**src/rtl/crb_pkg.sv**
```systemverilog
// Shared constants and types for the control-register bus handshake
package crb_pkg;

  // ********************************************************************
  // Bus widths
  // ********************************************************************
  localparam int CRB_ADDR_W = 10;
  localparam int CRB_DATA_W = 32;

  // ********************************************************************
  // Handshake timing
  // ********************************************************************
  localparam int CRB_CLK_MHZ = 50;
  // Acknowledge wait limit, in processor cycles
  localparam int CRB_TIMEOUT_CYC = 64;
  localparam logic [6:0] CRB_TIMEOUT_CNT = 7'(CRB_TIMEOUT_CYC);
  // Request drops this many cycles after the synchronised acknowledge rises
  localparam logic [1:0] CRB_REQ_HOLD = 2'h2;
  // Idle cycles after the acknowledge falls before a new address
  localparam logic [1:0] CRB_GAP_CYC = 2'h1;

  // ********************************************************************
  // Reset values
  // ********************************************************************
  localparam logic [CRB_DATA_W-1:0] CRB_DATA_RST = 32'h0000_0000;
  localparam logic [CRB_ADDR_W-1:0] CRB_ADDR_RST = 10'h000;

  // ********************************************************************
  // Processor-side states
  // ********************************************************************
  typedef enum logic [3:0] {
    CRB_IDLE = 4'h1,
    CRB_ADDR = 4'h2,
    CRB_REQ = 4'h4,
    CRB_GAP = 4'h8
  } crb_state_type;

endpackage

```
**src/rtl/crb_if.sv**
```systemverilog
// Interface joining the processor end and a register slave end
`timescale 1ns/10ps
`default_nettype none
interface crb_if;
  import crb_pkg::*;
  logic ctrl_reg_read_req;
  logic ctrl_reg_write_req;
  logic [CRB_ADDR_W-1:0] ctrl_reg_addr_bus;
  logic [CRB_DATA_W-1:0] ctrl_reg_wdata_out;
  logic ctrl_reg_access_ack;
  logic [CRB_DATA_W-1:0] ctrl_reg_rdata_in;

  modport proc
  (
    output ctrl_reg_read_req,
    output ctrl_reg_write_req,
    output ctrl_reg_addr_bus,
    output ctrl_reg_wdata_out,
    input ctrl_reg_access_ack,
    input ctrl_reg_rdata_in
  );

  modport slave
  (
    input ctrl_reg_read_req,
    input ctrl_reg_write_req,
    input ctrl_reg_addr_bus,
    input ctrl_reg_wdata_out,
    output ctrl_reg_access_ack,
    output ctrl_reg_rdata_in
  );
endinterface
`default_nettype wire

```
**src/rtl/crb_proc.sv**
```systemverilog
// Processor end of the control-register bus handshake
`timescale 1ns/10ps
`default_nettype none
module crb_proc
  import crb_pkg::*;
(
  input wire logic ref_clk,
  input wire logic srst,
  crb_if.proc bus,
  input wire logic cmd_valid,
  input wire logic cmd_write,
  input wire logic [CRB_ADDR_W-1:0] cmd_addr,
  input wire logic [CRB_DATA_W-1:0] cmd_wdata,
  output logic cmd_ready,
  output logic done,
  output logic timed_out,
  output logic [CRB_DATA_W-1:0] rdata
);

  // ********************************************************************
  // Acknowledge synchroniser
  // ********************************************************************
  // The slave may run on another clock, so ack is resynchronised here
  logic ack_s1_r, ack_s1_nxt;
  logic ack_s2_r, ack_s2_nxt;

  always_comb
  begin
    // Latched or combinational ack alike is only used once settled
    ack_s1_nxt = bus.ctrl_reg_access_ack;
    ack_s2_nxt = ack_s1_r;
  end

  always_ff @(posedge ref_clk)
  begin
    if (srst)
    begin
      ack_s1_r <= 1'b0;
      ack_s2_r <= 1'b0;
    end
    else
    begin
      ack_s1_r <= ack_s1_nxt;
      ack_s2_r <= ack_s2_nxt;
    end
  end

  // ********************************************************************
  // Request sequencer
  // ********************************************************************
  crb_state_type state_r, state_nxt;
  logic rd_r, rd_nxt;
  logic wr_r, wr_nxt;
  logic is_wr_r, is_wr_nxt;
  logic [CRB_ADDR_W-1:0] addr_r, addr_nxt;
  logic [CRB_DATA_W-1:0] wdat_r, wdat_nxt;
  logic [CRB_DATA_W-1:0] rdata_r, rdata_nxt;
  logic [6:0] wait_r, wait_nxt;
  logic [1:0] hold_r, hold_nxt;
  logic acked_r, acked_nxt;
  logic ready_r, ready_nxt;
  logic done_r, done_nxt;
  logic tout_r, tout_nxt;

  always_comb
  begin
    state_nxt = state_r;
    rd_nxt = rd_r;
    wr_nxt = wr_r;
    is_wr_nxt = is_wr_r;
    addr_nxt = addr_r;
    wdat_nxt = wdat_r;
    rdata_nxt = rdata_r;
    wait_nxt = wait_r;
    hold_nxt = hold_r;
    acked_nxt = acked_r;
    ready_nxt = 1'b0;
    done_nxt = 1'b0;
    tout_nxt = 1'b0;
    unique case (state_r)
      CRB_IDLE:
      begin
        ready_nxt = 1'b1;
        if (cmd_valid && ready_r)
        begin
          ready_nxt = 1'b0;
          // Address leads the request by one cycle
          addr_nxt = cmd_addr;
          is_wr_nxt = cmd_write;
          wdat_nxt = cmd_write ? cmd_wdata : CRB_DATA_RST;
          state_nxt = CRB_ADDR;
        end
      end
      CRB_ADDR:
      begin
        rd_nxt = !is_wr_r;
        wr_nxt = is_wr_r;
        wait_nxt = 7'h00;
        hold_nxt = 2'h0;
        acked_nxt = 1'b0;
        state_nxt = CRB_REQ;
      end
      CRB_REQ:
      begin
        if (acked_r || ack_s2_r)
        begin
          if (!acked_r && !is_wr_r)
          begin
            rdata_nxt = bus.ctrl_reg_rdata_in;
          end
          acked_nxt = 1'b1;
          hold_nxt = hold_r + 2'h1;
          if (hold_r + 2'h1 == CRB_REQ_HOLD)
          begin
            rd_nxt = 1'b0;
            wr_nxt = 1'b0;
            done_nxt = 1'b1;
            hold_nxt = 2'h0;
            state_nxt = CRB_GAP;
          end
        end
        else if (wait_r + 7'h01 == CRB_TIMEOUT_CNT)
        begin
          // No error: the access is simply dropped
          rd_nxt = 1'b0;
          wr_nxt = 1'b0;
          tout_nxt = 1'b1;
          hold_nxt = 2'h0;
          state_nxt = CRB_GAP;
        end
        else
        begin
          wait_nxt = wait_r + 7'h01;
        end
      end
      CRB_GAP:
      begin
        // Synchronised ack low already covers the unaligned-edge case
        // Only the second stage is read: the first may still be metastable
        if (!ack_s2_r)
        begin
          hold_nxt = hold_r + 2'h1;
          if (hold_r + 2'h1 >= CRB_GAP_CYC)
          begin
            wdat_nxt = CRB_DATA_RST;
            state_nxt = CRB_IDLE;
          end
        end
      end
      default:
      begin
        state_nxt = CRB_IDLE;
        rd_nxt = 1'b0;
        wr_nxt = 1'b0;
      end
    endcase
  end

  always_ff @(posedge ref_clk)
  begin
    if (srst)
    begin
      state_r <= CRB_IDLE;
      rd_r <= 1'b0;
      wr_r <= 1'b0;
      is_wr_r <= 1'b0;
      addr_r <= CRB_ADDR_RST;
      wdat_r <= CRB_DATA_RST;
      rdata_r <= CRB_DATA_RST;
      wait_r <= 7'h00;
      hold_r <= 2'h0;
      acked_r <= 1'b0;
      ready_r <= 1'b0;
      done_r <= 1'b0;
      tout_r <= 1'b0;
    end
    else
    begin
      state_r <= state_nxt;
      rd_r <= rd_nxt;
      wr_r <= wr_nxt;
      is_wr_r <= is_wr_nxt;
      addr_r <= addr_nxt;
      wdat_r <= wdat_nxt;
      rdata_r <= rdata_nxt;
      wait_r <= wait_nxt;
      hold_r <= hold_nxt;
      acked_r <= acked_nxt;
      ready_r <= ready_nxt;
      done_r <= done_nxt;
      tout_r <= tout_nxt;
    end
  end

  assign bus.ctrl_reg_read_req = rd_r;
  assign bus.ctrl_reg_write_req = wr_r;
  assign bus.ctrl_reg_addr_bus = addr_r;
  assign bus.ctrl_reg_wdata_out = wdat_r;
  assign cmd_ready = ready_r;
  assign done = done_r;
  assign timed_out = tout_r;
  assign rdata = rdata_r;

endmodule
`default_nettype wire

```
**src/flat_wrapper.sv**
```systemverilog
// flat-port wrapper written by rule: the top's interface ports become plain ports
module crb_proc_flat import crb_pkg::*;
  (ref_clk, srst, cmd_valid, cmd_write, cmd_addr, cmd_wdata, cmd_ready, done, timed_out, rdata, bus_ctrl_reg_read_req, bus_ctrl_reg_write_req, bus_ctrl_reg_addr_bus, bus_ctrl_reg_wdata_out, bus_ctrl_reg_access_ack, bus_ctrl_reg_rdata_in);
  crb_if bus_i ();
  input wire logic ref_clk;
  input wire logic srst;
  input wire logic cmd_valid;
  input wire logic cmd_write;
  input wire logic [CRB_ADDR_W-1:0] cmd_addr;
  input wire logic [CRB_DATA_W-1:0] cmd_wdata;
  output logic cmd_ready;
  output logic done;
  output logic timed_out;
  output logic [CRB_DATA_W-1:0] rdata;
  output wire logic [$bits(bus_i.ctrl_reg_read_req)-1:0] bus_ctrl_reg_read_req;
  output wire logic [$bits(bus_i.ctrl_reg_write_req)-1:0] bus_ctrl_reg_write_req;
  output wire logic [$bits(bus_i.ctrl_reg_addr_bus)-1:0] bus_ctrl_reg_addr_bus;
  output wire logic [$bits(bus_i.ctrl_reg_wdata_out)-1:0] bus_ctrl_reg_wdata_out;
  input wire logic [$bits(bus_i.ctrl_reg_access_ack)-1:0] bus_ctrl_reg_access_ack;
  input wire logic [$bits(bus_i.ctrl_reg_rdata_in)-1:0] bus_ctrl_reg_rdata_in;
  assign bus_ctrl_reg_read_req = bus_i.ctrl_reg_read_req;
  assign bus_ctrl_reg_write_req = bus_i.ctrl_reg_write_req;
  assign bus_ctrl_reg_addr_bus = bus_i.ctrl_reg_addr_bus;
  assign bus_ctrl_reg_wdata_out = bus_i.ctrl_reg_wdata_out;
  assign bus_i.ctrl_reg_access_ack = bus_ctrl_reg_access_ack;
  assign bus_i.ctrl_reg_rdata_in = bus_ctrl_reg_rdata_in;
  crb_proc u_core (.ref_clk(ref_clk), .srst(srst), .bus(bus_i), .cmd_valid(cmd_valid), .cmd_write(cmd_write), .cmd_addr(cmd_addr), .cmd_wdata(cmd_wdata), .cmd_ready(cmd_ready), .done(done), .timed_out(timed_out), .rdata(rdata));
endmodule
```
**config.mk**
```make
export PLATFORM = sky130hd
export DESIGN_NAME = crb_proc_flat
export DESIGN_NICKNAME = d
export VERILOG_FILES = /design/src/rtl/crb_pkg.sv /design/src/rtl/crb_if.sv /design/src/rtl/crb_proc.sv /design/src/flat_wrapper.sv
export SDC_FILE = /design/constraint.sdc
export NUM_CORES = 1
export LEC_CHECK = 0
export BUFFER_PORTS_ARGS = -buffer_cell sky130_fd_sc_hd__buf_2
export CAP_MARGIN = 25
export CELL_PAD_IN_SITES_DETAIL_PLACEMENT = 0
export CELL_PAD_IN_SITES_GLOBAL_PLACEMENT = 1
export CORE_ASPECT_RATIO = 0.6
export CORE_MARGIN = 2
export CORE_UTILIZATION = 33
export CTS_CLUSTER_DIAMETER = 200
export DETAILED_ROUTE_END_ITERATION = 10
export PLACE_DENSITY = 0.82
export SYNTH_ARGS = -nofsm -noshare
export SYNTH_HDL_FRONTEND = slang
export SYNTH_SLANG_ARGS = --single-unit
```
**constraint.sdc**
```tcl
create_clock -name ref_clk -period 2.33 [get_ports ref_clk]
set_input_delay 0.1165 -clock ref_clk [delete_from_list [all_inputs] [get_ports ref_clk]]
set_output_delay 0.1165 -clock ref_clk [all_outputs]
set_load 0.005 [all_outputs]
```
==> results of run 1 <==
==> layout make-up <==
| cell class | instances | area share, % |
|---|---|---|
| clock inverter | 5 | 1.17 |
| inverter | 2 | 0.149 |
| clock buffer | 10 | 4.56 |
| timing repair buffer | 175 | 18.8 |
| multi-input combinational | 332 | 33.5 |
| sequential | 96 | 38.2 |
| tap | 144 | 3.59 |
==> flip-flops by register name, indices dropped and copies added, names as in the netlist <==
signal,cells
u_core.bus.ctrl_reg_wdata_out,32
u_core.rdata,32
u_core.bus.ctrl_reg_addr_bus,10
u_core.wait_r,7
u_core.state_r,4
u_core.hold_r,2
u_core.ack_s1_r,1
u_core.ack_s2_r,1
u_core.acked_r,1
u_core.bus.ctrl_reg_read_req,1
u_core.bus.ctrl_reg_write_req,1
u_core.cmd_ready,1
u_core.done,1
u_core.is_wr_r,1
u_core.timed_out,1
==> placed cells by master (no fill, tap or decap), types with 3 or more instances in the layout <==
| master | netlist | routed |
|---|---|---|
| dlygate4sd3_1 | 0 | 4 |
| o211ai_1 | 4 | 4 |
| a21oi_1 | 88 | 87 |
| dfxtp_1 | 96 | 96 |
| clkbuf_16 | 0 | 9 |
| a211oi_1 | 5 | 5 |
| and3_1 | 4 | 4 |
| ha_1 | 4 | 4 |
| o21a_1 | 3 | 3 |
| nor2_1 | 11 | 11 |
| nand2_1 | 129 | 129 |
| nor3_1 | 5 | 5 |
| nor2b_1 | 4 | 4 |
| nand3_1 | 37 | 37 |
| buf_4 | 0 | 13 |
| o21ai_0 | 5 | 5 |
| buf_2 | 5 | 157 |
==> kinds of logic after synthesis <==
kind of cell / count (synthesis)
buffers and inverters: 37
DFF: 96
muxes: 2
xor gates and xnor gates: 2
and+or+nand+nor: 206
adders and majority gates: 4
AOI/OAI and AO/OA: 118
==> per-layer routing <==
layer  routed length (um)  vias up  share of wire (%)
met3                 1050        6                 10
li1                     -     1883                  -
met2                 4480      158                 43
met1                 4830     1637                 46
met5                    0        -                  0
met4                   86        0               0.82
==> worst reg2reg max path, cell delays in order (launching register included) <==
cell,delay [ps]
dfxtp_1,420
ha_1,290
xnor2_1,90
or4b_1,600
a21o_1,280
o21ai_2,220
a211oi_1,100
==> metrics by stage <==
stage	setup slack (ps)	total power, mW	util [%]
after floorplan	313	2.20	-
after detailed placement	163	2.46	41.9
after CTS	144	3.92	44.8
after global routing	18.6	4.06	44.9
after global placement	248	2.45	41.9
final	186	3.86	44.9
==> power by group <==
part / switching [mW] / internal, mW / total (mW)
combinational: 0.353 / 0.263 / 0.616
clock: 0.608 / 0.826 / 1.43
sequential: 0.0782 / 1.73 / 1.81
==> repair_timing <==
item                                   CTS  global route
hold buffers                             4             0
endpoints found under the hold margin    4             0
setup buffers                            0             0
gates resized for setup                  0             2
setup endpoints to repair                0             3
==> synth_stat cells (2+ instances only) <==
master / count / area share [%]
inv_1: 2 / 0.20
buf_2: 5 / 0.67
nor2_1: 11 / 1.1
o21ai_0: 5 / 0.67
nor4b_2: 2 / 0.80
nor2b_1: 4 / 0.67
ha_1: 4 / 1.3
nand2b_1: 2 / 0.33
buf_6: 2 / 0.60
nand2_1: 129 / 13
nor4b_1: 2 / 0.47
a211oi_1: 5 / 1.0
dfxtp_1: 96 / 51
xnor2_1: 2 / 0.47
or4b_2: 2 / 0.53
and3_1: 4 / 0.67
or4b_1: 2 / 0.53
nand3_1: 37 / 4.9
clkbuf_1: 28 / 2.8
o21ai_1: 2 / 0.27
a21oi_1: 88 / 12
o21a_1: 3 / 0.60
a31oi_1: 2 / 0.33
o211ai_1: 4 / 0.80
nor3_1: 5 / 0.67
==> path summary, 6_finish.rpt <==
kind              slack [ps]                               end                              from
setup reg to reg         190     u_core.bus.ctrl_reg_write_req                  u_core.wait_r[0]
hold reg to reg          450  u_core.bus.ctrl_reg_wdata_out[5]  u_core.bus.ctrl_reg_wdata_out[5]
hold / removal            10                  u_core.rdata[25]         bus_ctrl_reg_rdata_in[25]
setup / recovery         190     u_core.bus.ctrl_reg_write_req                  u_core.wait_r[0]
==> key figures, run 1 <==
CTS
  – Max Buffers Root-to-Sink: 2
  – Worst skew pair latency: 340 ps
  – H-tree depth: 3
  – CTS tree: built
  – CTS root buffer: clkbuf_16
  – Clk slew on worst S/H paths: 70 ps
  – Total CTS buffers: 9
  – Clk sink count: 96

Cells and area
  – Non-filler instance count after layout: 764
  – Area growth syn-to-layout: 34.0%
  – Cell area after layout: 5020 um^2
  – Layout cells sized above 1: 31.5%
  – Multi-input logic area: 1680 um^2
  – Fillcell total: 1,123
  – # diodes: 0
  – NumNets Final: 699
  – Sequential Area: 1920 um^2

Worst setup path
  – WP depth: 6
  – Critical Path Start Type: flop
  – Req. time, crit path: 2510 ps
  – WS Path Type: flop to flop
  – Slowest stage delay, CP: 600 ps
  – Crit-path leading delay family: simple AND/OR/NAND/NOR gates
  – Crit-path cells: ha_1 -> xnor2_1 -> or4b_1 -> a21o_1 -> o21ai_2 -> a211oi_1
  – Crit path DAT: 2330 ps
  – Register-to-Register Path Depth: 6
  – Buf+Inv Stages, Crit Path: 0
  – Crit-path max FO: 6
  – CP endpoint kind: flop
  – Crit-path slowest cell: or4b_1

Floorplan
  – Width of the die: 142 um
  – Starting Density: 33.5%
  – Num rows: 30
  – I/O Pins: 158
  – Die area: 12,300 um^2
  – Core footprint: 11,200 um^2
  – DIE HEIGHT: 86.6 um

Detailed routing
  – Drt drc: 0
  – Via-to-Cell Ratio: 4.82
  – DRT iter0 DRCs: 180
  – Via count: 3,684
  – Post-DR wirelength/cell: 13.7 um
  – Post-route ant nets: 0
  – Post-Route WL: 10.5 mm
  – Drt first pass iters: 5

Synthesis
  – Synth Flop Type: dfxtp_1
  – Largest family of logic cells by synthesized area: simple AND/OR/NAND/NOR gates
  – Yosys cell types: 42
  – Post-Syn Instances: 465
  – Post-synth EDFFs: 0
  – Post-Syn Nets: 548
  – Seq/Total Area, Yosys: 51.2%
  – Multiplexer area fraction after synthesis: 0.567%
  – Number of synthesized register bits: 96
  – Adder-cell share of the synthesized area: 1.33%
  – Syn Area/Cell: 8.07 um^2
  – Synth Area in XOR/XNOR: 0.467%
  – Compound-cell area share of the yosys netlist: 17.5%
  – Synth Area in Simple Gates: 24.6%
  – Ys async rst share: 0%
  – Syn. warnings: 0
  – Synthesized area: 3750 um^2

Global route
  – Initial antenna violation count: 0
  – GR Util met2: 26.2%
  – Tot GR Track Use: 17.2%
  – Most crowded layer after global routing: met2
  – Vias in the first global route: 3,415
  – Routing usage on met3: 6.74%
  – First-pass GRT wire length: 16.8 mm
  – Met1 Track Usage GR: 22.7%
  – Total gr overflow: 0
  – Largest net degree at the start of global routing: 37

Placement
  – Buffers on Ports: 157
  – Post-DP HPWL: 7.66 mm
  – Cells after DPL: 745
  – Final GP Congestion: 0.855
  – Placed inst area: 4690 um^2

Timing
  – Final setup vio count: 0
  – Fin crit share: 92.0%
  – Relative slew slack: 41.4%
  – Setup TNS: 0 ps
  – Fin. Hold Viols: 0
  – WHS: 12.1 ps
  – Highest clock rate: 466 MHz
  – Tightest Pin Transition: 880 ps
  – Min Tclk post-route: 2140 ps
  – Worst clock skew: 7.35 ps
  – RSZ-0062 raised after global routing: no
  – Max-slew violations: 0

Power
  – Pwr Density: 769 nW/um^2
  – Peak supply drop: 0.379 mV
  – P_leak: 2.11 nW

Outcome
  – Status: completed

Min path
  – Hold depth: 3
  – Worst Hold Class: primary input to flop

Run
  – Max Cap Violations: 0
Power figures use the tool's default switching activity.
==> inputs of run 2 (changes only) <==
--- a/config.mk
+++ b/config.mk
@@ -11,10 +11,10 @@
 export CELL_PAD_IN_SITES_GLOBAL_PLACEMENT = 1
 export CORE_ASPECT_RATIO = 0.6
 export CORE_MARGIN = 2
-export CORE_UTILIZATION = 33
+export CORE_UTILIZATION = 36
 export CTS_CLUSTER_DIAMETER = 200
 export DETAILED_ROUTE_END_ITERATION = 10
-export PLACE_DENSITY = 0.82
+export PLACE_DENSITY = 0.88
 export SYNTH_ARGS = -nofsm -noshare
 export SYNTH_HDL_FRONTEND = slang
 export SYNTH_SLANG_ARGS = --single-unit
==> constraint.sdc (replaced) <==
create_clock -name ref_clk -period 2.66 [get_ports ref_clk]
set_input_delay 0.133 -clock ref_clk [delete_from_list [all_inputs] [get_ports ref_clk]]
set_output_delay 0.133 -clock ref_clk [all_outputs]
set_load 0.005 [all_outputs]
==> run 2 against run 1 <==
Net effect: hold slack better by 4.1 ps; first-iteration DRC count decreased by 4.4%; critical endpoint is now u_core.hold_r[1]; via count rose by 0.68%; global-route usage up 1.6 points; maximum frequency is 1.9% lower; critical path depth down 2.
==> key figures, run 2 (synthesized netlist as in run 1, its figures left out) <==
Cells and area
  – # diodes: 0
  – Multi-input logic area: 1670 um^2
  – Fin util: 49.6%
  – Layout cells sized above 1: 31.3%
  – NumNets Final: 692
  – Commonest non-fill, non-tap cell in the layout: buf_2
  – Fillcell total: 1,012
  – Commonest non-fill, non-tap cells in the layout: 157 x buf_2, 129 x nand2_1, 96 x dfxtp_1
  – Cell area after layout: 4950 um^2
  – Area growth syn-to-layout: 32.1%
  – Non-filler instance count after layout: 749
  – Sequential Area: 1920 um^2

Worst setup path
  – CP endpoint kind: flop
  – Crit-path max FO: 9
  – Slowest stage delay, CP: 610 ps
  – Crit-path slowest cell: or4b_1
  – Crit path DAT: 2410 ps
  – Crit-path leading delay family: simple AND/OR/NAND/NOR gates
  – Buf+Inv Stages, Crit Path: 0
  – Critical Path Start Type: flop
  – Req. time, crit path: 2890 ps
  – Crit-path cells: or4b_1 -> or2_1 -> o21ai_2 -> mux2_2
  – WS Path Type: flop to flop

Floorplan
  – DIE HEIGHT: 83.1 um
  – Die area: 11,300 um^2
  – Starting Density: 37.6%
  – Num rows: 28
  – Core footprint: 9980 um^2
  – Width of the die: 136 um
  – I/O Pins: 158

Placement
  – Cells after DPL: 733
  – Pre-CTS setup slack: 504 ps
  – Buffers on Ports: 157
  – Final GP Congestion: 0.866
  – Placed inst area: 4670 um^2
  – Post-DP HPWL: 7.66 mm

Timing
  – WHS: 16.2 ps
  – Min Tclk post-route: 2190 ps
  – RSZ-0062 raised after global routing: no
  – Max-slew violations: 0
  – Fin crit share: 82.2%
  – Tightest Pin Transition: 1020 ps
  – Setup TNS: 0 ps
  – Final worst slack: 474 ps
  – Worst clock skew: 8.12 ps
  – Relative slew slack: 31.0%
  – Final setup vio count: 0
  – Highest clock rate: 458 MHz
  – Fin. Hold Viols: 0

Power
  – Pint: 2.40 mW
  – Pwr Total: 3.33 mW
  – NetSw: 0.930 mW
  – Comb pwr share: 15.8%
  – Switch share: 27.9%
  – Peak supply drop: 0.380 mV
  – P_leak: 2.08 nW
  – Flop pwr share: 47.7%
  – Pwr Density: 672 nW/um^2
  – Clk network pwr share: 36.6%

CTS
  – Post_cts resized: 0
  – H-tree depth: 3
  – CTS tree: built
  – Max Buffers Root-to-Sink: 2
  – CTS root buffer: clkbuf_16
  – Hold-fix buffer count after cts: 0
  – Postcts setup bufs: 0
  – Total CTS buffers: 9
  – Worst skew pair latency: 340 ps
  – Clk slew on worst S/H paths: 70 ps
  – Clk sink count: 96

Global route
  – Largest net degree at the start of global routing: 42
  – Tot GR Track Use: 18.7%
  – Initial antenna violation count: 0
  – First-pass GRT wire length: 17.0 mm
  – Total gr overflow: 0
  – Vias in the first global route: 3,487

Detailed routing
  – Drt first pass iters: 4
  – Post-route ant nets: 0
  – Post-DR wirelength/cell: 14.1 um
  – Drt drc: 0
  – Via-to-Cell Ratio: 4.95
  – DRT iter0 DRCs: 172
  – Via count: 3,709
  – Post-Route WL: 10.6 mm

Outcome
  – Status: completed

Min path
  – Worst Hold Class: primary input to flop

Run
  – Max Cap Violations: 0
==> run 2: power groups by stage <==
stage | logic [mW] | registers [mW] | clock network, mW
final | 0.525 | 1.59 | 1.22
after global placement | 0.521 | 1.61 | 0
after detailed placement | 0.528 | 1.62 | 0
after CTS | 0.530 | 1.59 | 1.25
after global routing | 0.589 | 1.60 | 1.32
after floorplan | 0.326 | 1.60 | 0
==> run 2: per-layer routing <==
metal,GRT usage (%),vias up,share of wire [%]
met1,24.1,1693,46
li1,-,1868,-
met4,3.69,0,0.48
met3,8.24,6,11
met2,29.2,142,42
met5,0,-,0
==> run 2: layout make-up <==
class,instances,share of cell area [%]
sequential,96,38.8
timing repair buffer,168,18.2
inverter,2,0.152
multi-input combinational,332,33.8
tap,135,3.41
clock buffer,11,4.90
clock inverter,5,0.808
==> run 2: final timing paths <==
kind                                                          to  cells after the start                              from  slack (ps)
worst min register to register  u_core.bus.ctrl_reg_wdata_out[4]                      2  u_core.bus.ctrl_reg_wdata_out[4]         450
worst min-delay path                             u_core.ack_s1_r                      2           bus_ctrl_reg_access_ack          20
worst max-delay path                            u_core.hold_r[1]                      4                 u_core.state_r[2]         470
worst max register to register                  u_core.hold_r[1]                      4                 u_core.state_r[2]         470
==> inputs of run 3 (changes only) <==
--- a/config.mk
+++ b/config.mk
@@ -11,10 +11,10 @@
 export CELL_PAD_IN_SITES_GLOBAL_PLACEMENT = 1
 export CORE_ASPECT_RATIO = 0.6
 export CORE_MARGIN = 2
-export CORE_UTILIZATION = 36
+export CORE_UTILIZATION = 30
 export CTS_CLUSTER_DIAMETER = 200
 export DETAILED_ROUTE_END_ITERATION = 10
-export PLACE_DENSITY = 0.88
+export PLACE_DENSITY = 0.79
 export SYNTH_ARGS = -nofsm -noshare
 export SYNTH_HDL_FRONTEND = slang
 export SYNTH_SLANG_ARGS = --single-unit
==> constraint.sdc (replaced) <==
create_clock -name ref_clk -period 1.75 [get_ports ref_clk]
set_input_delay 0.0875 -clock ref_clk [delete_from_list [all_inputs] [get_ports ref_clk]]
set_output_delay 0.0875 -clock ref_clk [all_outputs]
set_load 0.005 [all_outputs]
==> run 3 against run 2 <==
Net effect: the flow now finishes with violations (setup timing); first-iteration DRC count is 30% higher; utilization is 0.21 points higher; hold slack worse by 3.4 ps; die area is 19% higher; non-clock buffer count is 92 higher; register-to-register slack worse by 580 ps; sequential share of layout area is 6.9 points lower; flip-flop and latch count stayed put; total power is 64% higher; clock-buffer cell count is 1 higher; critical endpoint is now u_core.state_r[3]; highest routed layer unchanged.
==> key figures, run 3 (synthesized netlist as in run 1, its figures left out) <==
Placement
  – Cells after DPL: 794
  – Final GP Congestion: 0.856
  – Post-DP HPWL: 7.95 mm
  – Buffers on Ports: 157
  – Pre-CTS setup slack: -147 ps

Power
  – Clk network pwr share: 34.1%
  – P_leak: 2.56 nW
  – Pwr Total: 5.45 mW
  – Pwr Density: 901 nW/um^2
  – Switch share: 27.3%
  – Peak supply drop: 0.480 mV
  – NetSw: 1.49 mW
  – Flop pwr share: 44.0%
  – Comb pwr share: 21.9%
  – Pint: 3.96 mW

Detailed routing
  – Drt first pass iters: 5
  – Drt drc: 0
  – Post-DR wirelength/cell: 13.7 um
  – Post-Route WL: 12.0 mm
  – Via count: 4,140
  – Post-route ant nets: 0
  – Via-to-Cell Ratio: 4.75
  – DRT iter0 DRCs: 224

Timing
  – RSZ-0062 raised after global routing: yes
  – Final worst slack: -110 ps
  – Fin. Hold Viols: 0
  – Relative slew slack: 73.6%
  – Worst clock skew: 8.04 ps
  – Highest clock rate: 538 MHz
  – Max-slew violations: 0
  – Fin crit share: 106%
  – Min Tclk post-route: 1860 ps
  – Tightest Pin Transition: 396 ps
  – Final setup vio count: 13

Outcome
  – Status: finished with violations
  – Violated checks: setup timing

Worst setup path
  – Worst reg2reg startpoint: u_core.wait_r[1]
  – Req. time, crit path: 2020 ps
  – Crit path DAT: 2130 ps
  – WS Path Type: flop to flop
  – Critical Path Start Type: flop
  – R2R setup slack: -110 ps
  – CP startpoint: u_core.wait_r[1]
  – Crit-path max FO: 5
  – CP endpoint kind: flop
  – Register-to-Register Path Depth: 6
  – Crit path capture: u_core.state_r[3]
  – Critical R2R Capture: u_core.state_r[3]

Global route
  – Vias in the first global route: 4,082
  – Largest net degree at the start of global routing: 33
  – First-pass GRT wire length: 19.2 mm
  – Initial antenna violation count: 0
  – Total gr overflow: 0
  – Tot GR Track Use: 17.4%

Cells and area
  – Layout cells sized above 1: 36.0%
  – # diodes: 0
  – Commonest non-fill, non-tap cell in the layout: buf_2
  – NumNets Final: 784
  – Area growth syn-to-layout: 61.3%
  – Non-filler instance count after layout: 871
  – Fillcell total: 1,102
  – Commonest non-fill, non-tap cells in the layout: 158 x buf_2, 128 x nand2_1, 91 x dfxtp_1

Floorplan
  – Core footprint: 12,100 um^2
  – Num rows: 31
  – Width of the die: 148 um
  – Die area: 13,400 um^2
  – Starting Density: 30.9%
  – I/O Pins: 158
  – DIE HEIGHT: 90.6 um

CTS
  – Clk slew on worst S/H paths: 70 ps
  – Total CTS buffers: 9
  – H-tree depth: 3
  – Worst skew pair latency: 340 ps
  – CTS root buffer: clkbuf_16
  – Clk sink count: 96
  – Max Buffers Root-to-Sink: 2
  – CTS tree: built

Min path
  – Worst Hold Class: primary input to flop

Run
  – Max Cap Violations: 0
## run 3: cell count changes in the layout (fill, tap and decap cells not counted), moves of 4 or more
cell / previous run / this run
buf_4: 9 / 36
dlygate4sd3_1: 0 / 55
dfxtp_2: 0 / 5
buf_12: 1 / 5
buf_6: 0 / 5
dfxtp_1: 96 / 91
## run 3: layout make-up
type	instances	area [um^2]	area share [%]
clock buffer	12	256	4.24
timing repair buffer	260	1790	29.6
clock inverter	4	28.8	0.476
multi-input combinational	332	1830	30.2
tap	165	206	3.41
sequential	96	1930	31.9
inverter	2	7.51	0.124
## run 3: power groups by stage
| stage | clock (mW) | combinational, mW | sequential (mW) |
|---|---|---|---|
| 6_report | 1.86 | 1.19 | 2.40 |
| 5_1_grt | 2.01 | 1.32 | 2.41 |
| 2_1_floorplan | 0 | 0.507 | 2.44 |
| 3_3_place_gp | 0 | 0.942 | 2.43 |
| 3_5_place_dp | 0 | 0.949 | 2.43 |
| 4_1_cts | 1.92 | 1.05 | 2.39 |
## run 3: repair_timing
action,4_1_cts,5_1_grt
endpoints found under the setup margin,15,74
cloned,0,2
hold buffers,55,0
pin swaps,7,10
buffers inserted,2,2
gates resized for setup,8,23
hold endpoints to repair,55,0
## run 3: per-layer routing
metal | GRT usage [%] | part of all wire, % | up-vias
met2 | 27.8 | 45 | 188
met4 | 5.48 | 1.4 | 0
met5 | 0 | 0 | -
met3 | 6.41 | 9.3 | 17
met1 | 21.9 | 44 | 1882
li1 | - | - | 2053
## run 3: how the worst min path moves through the flow
stage                         startpoint                                end  slack, ps  cells past startpoint
2_1_floorplan                       srst                  u_core.state_r[0]        210                      2
3_3_place_gp   bus_ctrl_reg_rdata_in[28]                   u_core.rdata[28]        330                      3
3_5_place_dp    bus_ctrl_reg_rdata_in[1]                    u_core.rdata[1]        330                      3
4_1_cts                    cmd_wdata[12]  u_core.bus.ctrl_reg_wdata_out[12]        0.5                      3
5_1_grt                    cmd_wdata[24]  u_core.bus.ctrl_reg_wdata_out[24]          2                      3
6_report                   cmd_wdata[31]  u_core.bus.ctrl_reg_wdata_out[31]         10                      3
## run 3: worst max-delay path, cell delays in order, from the launching register on
cell,delay [ps]
dfxtp_2,340
ha_4,170
xnor2_2,130
or4b_4,520
a21o_4,270
o21ai_4,160
and3_4,200
## run 3: through the flow
step | utilization (%) | setup TNS [ps] | area [um^2] | hold slack, ps
finish | 49.8 | -911 | 6050 | 12.8
global route | 49.8 | -1590 | 6050 | 1.57
CTS | 48.6 | -608 | 5900 | 0.531
detailed placement | 41.3 | -1120 | 5010 | 334
global placement | 41.3 | -463 | 5010 | 326
floorplan | - | -1450 | 3830 | 213
